File: src/shhcr_pkg.sv
// Package: register map, field positions and types of the host control register bank
package shhcr_pkg;

  // Target address on the two-wire host link; value is a plain default
  localparam logic [6:0] DEV_ADDR = 7'h28;

  // Register offsets
  localparam logic [7:0] OFS_REM_LO   = 8'h38;
  localparam logic [7:0] OFS_REM_HI   = 8'h39;
  localparam logic [7:0] OFS_PAR_ACK  = 8'h3a;
  localparam logic [7:0] OFS_PAGE_SEL = 8'h54;
  localparam logic [7:0] OFS_HOST_CTL = 8'h55;
  localparam logic [7:0] OFS_GPA_LO   = 8'h56;
  localparam logic [7:0] OFS_GPA_HI   = 8'h5b;
  localparam logic [7:0] OFS_PWB_LO   = 8'h5c;
  localparam logic [7:0] OFS_PWB_HI   = 8'h63;
  localparam logic [7:0] OFS_PAR_REQ  = 8'h64;
  localparam logic [7:0] OFS_GPB_LO   = 8'h65;
  localparam logic [7:0] OFS_GPB_HI   = 8'h6b;

  // Host control bit positions
  localparam int BIT_STANDBY  = 0;
  localparam int BIT_ABORT    = 1;
  localparam int BIT_UPD_CNT  = 2;
  localparam int BIT_WAKE_DIS = 3;
  localparam int BIT_NED      = 4;
  localparam int BIT_ASLEEP   = 5;
  localparam int BIT_SELFTEST = 6;
  localparam int BIT_NW_DIS   = 7;

  // Parameter request fields
  localparam int BIT_PAR_DIR = 7;

  // Reset values
  localparam logic [7:0]  RST_HOST_CTL = 8'h00;
  localparam logic [7:0]  RST_BYTE     = 8'h00;
  localparam logic [15:0] RST_REM      = 16'h0000;

  // Acknowledge codes and transfer size limits
  localparam logic [7:0] PAR_ACK_CLEAR = 8'h00;
  localparam logic [7:0] PAR_ACK_ERROR = 8'h80;
  localparam logic [4:0] PAR_RD_MAX    = 5'h10;
  localparam logic [4:0] PAR_WR_MAX    = 5'h08;

  // Fields of the host control register
  typedef struct packed {
    logic nw_fifo_irq_dis;
    logic self_test_req;
    logic host_processor_asleep;
    logic north_east_down_select;
    logic wake_fifo_irq_dis;
    logic update_count;
    logic abort_transfer;
    logic standby_req;
  } shhcr_ctrl_t;

  // Parameter mailbox towards the internal processor
  typedef struct packed {
    logic        strobe;
    logic        write_dir;
    logic [6:0]  number;
    logic [3:0]  page;
    logic [4:0]  rd_size;
    logic [4:0]  wr_size;
    logic [63:0] wr_data;
  } shhcr_param_t;

  typedef enum logic [2:0] {I_IDLE, I_ADDR, I_REG, I_WR, I_ACK, I_RD, I_RACK} shhcr_i2c_t;
  typedef enum logic [1:0] {SB_RUN, SB_PREP, SB_OFF, SB_RESUME} shhcr_sb_t;

endpackage

File: src/shhcr_regs.sv
// Host control register bank of the sensor hub, reached over the two-wire host link
//
// Overview of operation
// - Self-test requested on leaving standby when bit set
// - Host asleep: only wakeup events and data left after abort raise interrupt
// - Coordinate bit selects north-east-down frame
// - Wakeup disable drops interrupt, blocks wakeup interrupts
// - Count update refreshes remaining bytes from FIFO
// - Count update never lengthens a running transfer
// - Abort discards all pending transfer data
// - Abort drops interrupt and zeroes remaining count
// - Data left after abort requests a new transfer
// - Standby: algorithm pauses, then sensors power down
// - Leaving standby restarts sensors, resumes algorithm
// - First general area host writable, processor readable
// - Eight-byte parameter write buffer at 0x5c-0x63
// - Sensor configuration parameter fills eight bytes
// - Request register: direction bit 7, number bits 6-0
// - New request clears acknowledge to zero
// - Second general area host writable, processor readable
// - Acknowledge equals request, or 0x80 on error
// - Page select: size zero or oversize means maximum
// - Remaining count changes only before interrupt or update; also zeroed on abort, decremented per byte taken
`timescale 1ns/1ps
module shhcr_regs (
  input  wire logic                   ref_clk,
  input  wire logic                   reset_n,
  input  wire logic                   clk_en,
  input  wire logic                   scl_i,
  input  wire logic                   sda_i,
  output logic                        sda_o,
  output logic                        sda_oe,
  output logic                        host_irq,
  output shhcr_pkg::shhcr_ctrl_t      ctrl,
  output logic [47:0]                 gp_area_a,
  output logic [55:0]                 gp_area_b,
  output shhcr_pkg::shhcr_param_t     param,
  input  wire logic                   ack_load,
  input  wire logic [7:0]             ack_value,
  input  wire logic                   wake_event,
  input  wire logic                   nonwake_event,
  input  wire logic [15:0]            fifo_fill,
  input  wire logic                   fifo_byte_taken,
  output logic                        fifo_discard,
  input  wire logic                   algo_pause_ready,
  output logic                        algo_pause_req,
  output logic                        sensors_off,
  output logic                        sensors_restart,
  output logic                        self_test_start
);

  shhcr_pkg::shhcr_i2c_t i2c_st_r, after_ack_r;
  shhcr_pkg::shhcr_sb_t  sb_st_r;
  logic        scl_q_r, sda_q_r, nack_r, drive_low_r, irq_r, abort_follow_r;
  logic        req_pulse_r, discard_r, scl_rise, scl_fall, start_cond, stop_cond;
  logic        wr_stb, ctl_wr, abort_rise, update_rise, irq_qual, irq_drop;
  logic [3:0]  bit_cnt_r;
  logic [7:0]  shift_r, ptr_r, ctrl_r, page_sel_r, ack_r, wr_data, rd_data;
  logic [7:0]  area_r [22];
  logic [15:0] rem_r, rem_nxt;

  // Link sampling and bus condition decode
  assign scl_rise   = scl_i & ~scl_q_r;
  assign scl_fall   = ~scl_i & scl_q_r;
  assign start_cond = scl_i & scl_q_r & sda_q_r & ~sda_i;
  assign stop_cond  = scl_i & scl_q_r & ~sda_q_r & sda_i;
  assign wr_stb     = clk_en & (i2c_st_r == shhcr_pkg::I_WR) & scl_fall & (bit_cnt_r == 4'h8);
  assign wr_data    = shift_r;
  assign ctl_wr     = wr_stb & (ptr_r == shhcr_pkg::OFS_HOST_CTL);
  assign sda_o      = 1'b0;
  assign sda_oe     = drive_low_r;
  // Line history, idle high so no false edge after reset
  always_ff @(posedge ref_clk or negedge reset_n) begin
    if (!reset_n) begin
      {scl_q_r, sda_q_r} <= 2'b11;
    end else if (clk_en) begin
      {scl_q_r, sda_q_r} <= {scl_i, sda_i};
    end
  end

  // Read data mux, unmapped offsets read zero
  always_comb begin
    if (ptr_r >= shhcr_pkg::OFS_GPA_LO && ptr_r <= shhcr_pkg::OFS_GPB_HI) begin
      rd_data = area_r[5'(ptr_r - shhcr_pkg::OFS_GPA_LO)];
    end else begin
      case (ptr_r)
        shhcr_pkg::OFS_REM_LO:   rd_data = rem_r[7:0];
        shhcr_pkg::OFS_REM_HI:   rd_data = rem_r[15:8];
        shhcr_pkg::OFS_PAR_ACK:  rd_data = ack_r;
        shhcr_pkg::OFS_PAGE_SEL: rd_data = page_sel_r;
        shhcr_pkg::OFS_HOST_CTL: rd_data = ctrl_r;
        default:                 rd_data = 8'h00;
      endcase
    end
  end

  // Two-wire target: address, register pointer, write and read bytes
  always_ff @(posedge ref_clk or negedge reset_n) begin
    if (!reset_n) begin
      i2c_st_r    <= shhcr_pkg::I_IDLE;
      after_ack_r <= shhcr_pkg::I_IDLE;
      shift_r     <= 8'h00;
      bit_cnt_r   <= 4'h0;
      ptr_r       <= 8'h00;
      nack_r      <= 1'b0;
      drive_low_r <= 1'b0;
    end else if (clk_en) begin
      if (start_cond) begin
        i2c_st_r    <= shhcr_pkg::I_ADDR;
        bit_cnt_r   <= 4'h0;
        drive_low_r <= 1'b0;
      end else if (stop_cond) begin
        i2c_st_r    <= shhcr_pkg::I_IDLE;
        drive_low_r <= 1'b0;
      end else begin
        case (i2c_st_r)
          shhcr_pkg::I_ADDR, shhcr_pkg::I_REG, shhcr_pkg::I_WR: begin
            if (scl_rise && bit_cnt_r != 4'h8) begin
              shift_r   <= {shift_r[6:0], sda_i};
              bit_cnt_r <= bit_cnt_r + 4'h1;
            end else if (scl_fall && bit_cnt_r == 4'h8) begin
              drive_low_r <= 1'b1;
              i2c_st_r    <= shhcr_pkg::I_ACK;
              after_ack_r <= shhcr_pkg::I_WR;
              if (i2c_st_r == shhcr_pkg::I_ADDR) begin
                after_ack_r <= shift_r[0] ? shhcr_pkg::I_RD : shhcr_pkg::I_REG;
                if (shift_r[7:1] != shhcr_pkg::DEV_ADDR) begin
                  drive_low_r <= 1'b0;
                  i2c_st_r    <= shhcr_pkg::I_IDLE;
                end
              end else if (i2c_st_r == shhcr_pkg::I_REG) begin
                ptr_r <= shift_r;
              end else begin
                ptr_r <= ptr_r + 8'h01;
              end
            end
          end
          shhcr_pkg::I_ACK: begin
            if (scl_fall) begin
              bit_cnt_r   <= 4'h0;
              i2c_st_r    <= after_ack_r;
              drive_low_r <= 1'b0;
              if (after_ack_r == shhcr_pkg::I_RD) begin
                shift_r     <= rd_data;
                ptr_r       <= ptr_r + 8'h01;
                drive_low_r <= ~rd_data[7];
              end
            end
          end
          shhcr_pkg::I_RD: begin
            if (scl_fall) begin
              if (bit_cnt_r == 4'h7) begin
                drive_low_r <= 1'b0;
                i2c_st_r    <= shhcr_pkg::I_RACK;
              end else begin
                shift_r     <= {shift_r[6:0], 1'b0};
                bit_cnt_r   <= bit_cnt_r + 4'h1;
                drive_low_r <= ~shift_r[6];
              end
            end
          end
          shhcr_pkg::I_RACK: begin
            if (scl_rise) begin
              nack_r <= sda_i;
            end else if (scl_fall) begin
              if (nack_r) begin
                i2c_st_r <= shhcr_pkg::I_IDLE;
              end else begin
                shift_r     <= rd_data;
                ptr_r       <= ptr_r + 8'h01;
                bit_cnt_r   <= 4'h0;
                drive_low_r <= ~rd_data[7];
                i2c_st_r    <= shhcr_pkg::I_RD;
              end
            end
          end
          default: begin
            drive_low_r <= 1'b0;
          end
        endcase
      end
    end
  end

  // General areas, write buffer and request register, one byte per entry
  for (genvar i = 0; i < 22; i++) begin : g_area
    always_ff @(posedge ref_clk or negedge reset_n) begin
      if (!reset_n) begin
        area_r[i] <= shhcr_pkg::RST_BYTE;
      end else if (wr_stb && ptr_r == shhcr_pkg::OFS_GPA_LO + 8'(i)) begin
        area_r[i] <= wr_data;
      end
    end
  end

  // Processor-side views of the host written areas
  assign gp_area_a = {area_r[5], area_r[4], area_r[3], area_r[2], area_r[1], area_r[0]};
  assign gp_area_b = {area_r[21], area_r[20], area_r[19], area_r[18], area_r[17],
                      area_r[16], area_r[15]};
  assign param.wr_data = {area_r[13], area_r[12], area_r[11], area_r[10], area_r[9],
                          area_r[8], area_r[7], area_r[6]};
  assign param.write_dir = area_r[14][shhcr_pkg::BIT_PAR_DIR];
  assign param.number    = area_r[14][6:0];
  assign param.strobe    = req_pulse_r;
  assign param.page      = page_sel_r[3:0];
  assign param.rd_size   = (page_sel_r[7:4] == 4'h0) ? shhcr_pkg::PAR_RD_MAX
                           : {1'b0, page_sel_r[7:4]};
  assign param.wr_size   = (page_sel_r[7:4] == 4'h0 || page_sel_r[7:4] > 4'h8)
                           ? shhcr_pkg::PAR_WR_MAX : {1'b0, page_sel_r[7:4]};

  // Page select, request strobe and acknowledge
  always_ff @(posedge ref_clk or negedge reset_n) begin
    if (!reset_n) begin
      page_sel_r  <= shhcr_pkg::RST_BYTE;
      ack_r       <= shhcr_pkg::PAR_ACK_CLEAR;
      req_pulse_r <= 1'b0;
    end else if (clk_en) begin
      req_pulse_r <= wr_stb && ptr_r == shhcr_pkg::OFS_PAR_REQ;
      if (wr_stb && ptr_r == shhcr_pkg::OFS_PAGE_SEL) begin
        page_sel_r <= wr_data;
      end
      if (ack_load) begin
        ack_r <= ack_value;
      end else if (wr_stb && ptr_r == shhcr_pkg::OFS_PAR_REQ) begin
        ack_r <= shhcr_pkg::PAR_ACK_CLEAR;
      end
    end
  end

  // Host control register and its write edges
  assign abort_rise  = ctl_wr & wr_data[shhcr_pkg::BIT_ABORT] & ~ctrl_r[shhcr_pkg::BIT_ABORT];
  assign update_rise = ctl_wr & wr_data[shhcr_pkg::BIT_UPD_CNT]
                       & ~ctrl_r[shhcr_pkg::BIT_UPD_CNT];
  assign ctrl        = ctrl_r;

  always_ff @(posedge ref_clk or negedge reset_n) begin
    if (!reset_n) begin
      ctrl_r <= shhcr_pkg::RST_HOST_CTL;
    end else if (ctl_wr) begin
      ctrl_r <= wr_data;
    end
  end

  // Interrupt qualification and drop conditions
  assign irq_qual = (wake_event & ~ctrl_r[shhcr_pkg::BIT_WAKE_DIS])
                  | (nonwake_event & ~ctrl_r[shhcr_pkg::BIT_NW_DIS]
                     & ~ctrl_r[shhcr_pkg::BIT_ASLEEP])
                  | (abort_follow_r & ~abort_rise & fifo_fill != 16'h0000);
  assign irq_drop = abort_rise
                  | (ctl_wr & wr_data[shhcr_pkg::BIT_WAKE_DIS])
                  | (ctl_wr & wr_data[shhcr_pkg::BIT_NW_DIS])
                  | (fifo_byte_taken & rem_r == 16'h0001);
  assign host_irq = irq_r;

  always_ff @(posedge ref_clk or negedge reset_n) begin
    if (!reset_n) begin
      irq_r          <= 1'b0;
      abort_follow_r <= 1'b0;
      discard_r      <= 1'b0;
    end else if (clk_en) begin
      discard_r      <= abort_rise;
      abort_follow_r <= abort_rise;
      if (irq_qual && !abort_rise) begin
        irq_r <= 1'b1;
      end else if (irq_drop) begin
        irq_r <= 1'b0;
      end
    end
  end
  assign fifo_discard = discard_r;
  // Remaining byte count
  always_comb begin
    rem_nxt = rem_r;
    if (abort_rise) begin
      rem_nxt = 16'h0000;
    end else if (irq_qual) begin
      rem_nxt = fifo_fill;
    end else if (update_rise) begin
      rem_nxt = (irq_r && fifo_fill > rem_r) ? rem_r : fifo_fill;
    end else if (fifo_byte_taken && rem_r != 16'h0000) begin
      rem_nxt = rem_r - 16'h0001;
    end
  end

  always_ff @(posedge ref_clk or negedge reset_n) begin
    if (!reset_n) begin
      rem_r <= shhcr_pkg::RST_REM;
    end else if (clk_en) begin
      rem_r <= rem_nxt;
    end
  end
  // Standby sequencing
  always_ff @(posedge ref_clk or negedge reset_n) begin
    if (!reset_n) begin
      sb_st_r <= shhcr_pkg::SB_RUN;
    end else if (clk_en) begin
      case (sb_st_r)
        shhcr_pkg::SB_RUN: begin
          if (ctrl_r[shhcr_pkg::BIT_STANDBY]) begin
            sb_st_r <= shhcr_pkg::SB_PREP;
          end
        end
        shhcr_pkg::SB_PREP: begin
          if (algo_pause_ready) begin
            sb_st_r <= shhcr_pkg::SB_OFF;
          end else if (!ctrl_r[shhcr_pkg::BIT_STANDBY]) begin
            sb_st_r <= shhcr_pkg::SB_RESUME;
          end
        end
        shhcr_pkg::SB_OFF: begin
          if (!ctrl_r[shhcr_pkg::BIT_STANDBY]) begin
            sb_st_r <= shhcr_pkg::SB_RESUME;
          end
        end
        default: begin
          sb_st_r <= shhcr_pkg::SB_RUN;
        end
      endcase
    end
  end

  assign algo_pause_req  = (sb_st_r == shhcr_pkg::SB_PREP);
  assign sensors_off     = (sb_st_r == shhcr_pkg::SB_OFF);
  assign sensors_restart = (sb_st_r == shhcr_pkg::SB_RESUME);
  assign self_test_start = (sb_st_r == shhcr_pkg::SB_RESUME)
                           & ctrl_r[shhcr_pkg::BIT_SELFTEST];
endmodule

File: config.mk
export PLATFORM = sky130hd
export DESIGN_NAME = shhcr_regs
export DESIGN_NICKNAME = d
export VERILOG_FILES = /design/src/shhcr_pkg.sv /design/src/shhcr_regs.sv
export SDC_FILE = /design/constraint.sdc
export NUM_CORES = 1
export LEC_CHECK = 0
export BUFFER_PORTS_ARGS = -buffer_cell sky130_fd_sc_hd__buf_2
export CELL_PAD_IN_SITES_DETAIL_PLACEMENT = 1
export CELL_PAD_IN_SITES_GLOBAL_PLACEMENT = 1
export CORE_UTILIZATION = 41
export CTS_CLUSTER_DIAMETER = 60
export DETAILED_ROUTE_END_ITERATION = 12
export MAX_ROUTING_LAYER = met4
export PLACE_DENSITY = 0.83
export RECOVER_POWER = 25
export SYNTH_ARGS = -nofsm -noshare
export SYNTH_HDL_FRONTEND = slang
export SYNTH_SLANG_ARGS = --single-unit
File: constraint.sdc
create_clock -name ref_clk -period 3.1 [get_ports ref_clk]
set_input_delay 0.775 -clock ref_clk [delete_from_list [all_inputs] [get_ports ref_clk]]
set_output_delay 0.775 -clock ref_clk [all_outputs]
set_load 0.02 [all_outputs]
==> results.json <==
{
  "grt_usage": 0.301,
  "synth_cells": 1113,
  "postPlaceCellArea_um2": 15200,
  "drt-pass1-iter-count": 7,
  "viasPerCell": 6.10,
  "critical-path-max-stage-delay_ns": 0.74,
  "crit_slowest_cell": "nor3_1",
  "crit_buf_inv": 1,
  "nets": 1437,
  "antenna_left": 0,
  "start_util": 0.418,
  "grt_overflow": 0,
  "relSlewSlack": -0.504,
  "cts_buffer_depth": 3,
  "worstMarginPinSlew_ns": 2.26,
  "drv_cap": 1,
  "crit_required_ns": 3.56,
  "synthArstFlopShare": 1.00,
  "peakVddDrop_v": 0.000468,
  "avgSynthCellArea_um2": 11.9,
  "grt_pass1_wl_um": 73700,
  "worst-endpoint-arrival_ns": 3.42,
  "crit_fanout": 10,
  "dieArea_um2": 33000,
  "violations": "capacitance limit, slew limit",
  "worstSetupPathType": "flop to flop",
  "numCtsBuffers": 30,
  "die_h_um": 182,
  "totalWireLength_um": 47600,
  "clock_skew_ns": 0.0111,
  "finalNonFillerCells": 1802,
  "fp-row-count": 65,
  "yosysSeqAreaShare": 0.476,
  "clk_latency_ns": 0.57,
  "grt_pass1_vias": 11800,
  "grt_setup_unrepaired": "false",
  "status": "finished, violations left",
  "die_w_um": 182,
  "synth_edf_count": 0,
  "cts_tree": "done",
  "setup_viol": 0,
  "holdCritPathClass": "primary input to flop",
  "cp_cell_sequence": "ha_1 > and3b_1 > and2_0 > buf_4 > nand3_1 > nand2_1 > nor3_1 > o311ai_0 > o221ai_1",
  "final_cell_mix": "247 x dfrtp_1, 236 x buf_2, 186 x mux2_2",
  "post_cts_buffers": 0,
  "area_growth_pct": 22.3,
  "yosysWarnings": 0,
  "clock-root-buffer": "clkbuf_16",
  "final_area_um2": 16200,
  "grt_max_degree": 80,
  "final_common_cell": "dfrtp_1",
  "core_um2": 31600,
  "drive_above_1_share": 0.440,
  "post_drt_wl_per_cell_um": 26.4,
  "min_period_over_period": 0.955,
  "placedCellCount": 1748,
  "drc_errors": 0,
  "synthDistinctLibCells": 72,
  "io_buffers": 238,
  "startpoint_type": "flop",
  "power_uw": 10200,
  "ios": 241,
  "maxSlewViolCount": 77,
  "hpwl_um": 33600,
  "drt_iter0_markers": 860,
  "endpoint_kind": "flop",
  "vias": 11000,
  "fmax_mhz": 338,
  "power.leakage_uw": 0.00820,
  "finalCriticalPeriod_ns": 2.96,
  "clock-sinks": 251,
  "cts_htree_levels": 1,
  "power_density_nw_per_um2": 631,
  "crit_family": "simple AND/OR/NAND/NOR gates",
  "synth-main-ff-cell": "dfrtp_1",
  "antenna_found_initial": 1,
  "synthesis.area_um2": 13200,
  "cts.clk_slew.worst_paths_ns": 0.06,
  "gp_congestion": 0.965,
  "hold_viol_final": 0,
  "tns_ns": 0,
  "ys_ff_latch": 251
}
-- power by group --
group          internal, uW  switching, uW  total [uW]  leakage [uW]
Clock                  2140           1480        3620      0.000503
Sequential             3450            287        3730       0.00342
Combinational           992           1860        2850       0.00427
Total                  6580           3630       10200       0.00820
-- Yosys cell counts, drive strengths merged, types with 9 or more instances --
cell / n / area, um^2
mux2: 186 / 2090
o22ai: 14 / 87.6
o21ai: 53 / 273
a22o: 9 / 78.8
nor2b: 15 / 93.8
nand3: 20 / 100
ha: 25 / 313
clkbuf: 50 / 188
a21oi: 41 / 209
mux2i: 11 / 110
mux4: 47 / 1060
nand4: 10 / 62.6
nand2: 91 / 342
buf: 29 / 171
nand2b: 11 / 68.8
nor2: 32 / 120
nor4: 14 / 100
a22oi: 11 / 82.6
a221oi: 11 / 96.3
inv: 39 / 146
dfrtp: 249 / 6230
nor3: 19 / 115
-- metal layers --
layer,track usage,wire (um),share of wire
met3,0.0722,3730,0.078
met4,0.115,1770,0.037
met2,0.488,23500,0.49
met5,-,0,0
met1,0.364,18600,0.39
-- flip-flops by register name, summed over array words and instances (netlist names), 8 cells and up --
| name | flops |
|---|---|
| param | 72 |
| gp_area_b | 56 |
| gp_area_a | 48 |
| rem_r | 16 |
| ack_r | 8 |
| ctrl | 8 |
| page_sel_r | 8 |
| ptr_r | 8 |
| shift_r | 8 |
-- cells by family after synthesis --
kind of cell             synth area share
flip-flops                          0.476
AND/OR/NAND/NOR                    0.0969
adder cells (fa/ha/maj)            0.0237
other                            0.000284
AO/OA/AOI/OAI                       0.114
buffers and inverters              0.0383
XOR/XNOR                          0.00464
multiplexers                        0.247
-- final timing paths --
path / slack, ns / cells past startpoint / start / to
worst min register to register: 0.49 / 1 / req_pulse_r$_DFFE_PN0P_ / req_pulse_r$_DFFE_PN0P_
min in group asynchronous: 0.87 / 1 / reset_n / fifo_discard$_DFFE_PN0P_
worst max register to register: 0.14 / 9 / ptr_r[0]$_DFFE_PN0P_ / rem_r[12]$_DFFE_PN0P_
worst max-delay path: 0.14 / 9 / ptr_r[0]$_DFFE_PN0P_ / rem_r[12]$_DFFE_PN0P_
max in group asynchronous: 0.70 / 2 / reset_n / rem_r[6]$_DFFE_PN0P_
worst min-delay path: 0.45 / 2 / ack_value[6] / ack_r[6]$_DFFE_PN0P_
-- repair_timing --
item | CTS | global route
hold buffers | 0 | 0
resized for setup | 0 | 1
setup endpoints to repair | 0 | 1
-- through the flow --
step | util | setup slack [ns] | hold WS, ns
floorplan | - | 0.188 | 0.455
global placement | 0.479 | 0.0772 | 0.482
detailed placement | 0.479 | 0.0432 | 0.482
CTS | 0.511 | 0.164 | 0.242
global route | 0.511 | 0.0159 | 0.469
finish | 0.511 | 0.140 | 0.453
-- final cells by class --
class | count | area (um^2)
Antenna cell | 1 | 2.50
Clock buffer | 38 | 862
Tap cell | 402 | 503
Clock inverter | 15 | 154
Inverter | 39 | 146
Timing Repair Buffer | 311 | 1780
Multi-Input combinational cell | 745 | 6430
Sequential cell | 251 | 6290
Fill cell | 3399 | 15500
Note: power is estimated with default switching activity, not from simulation.
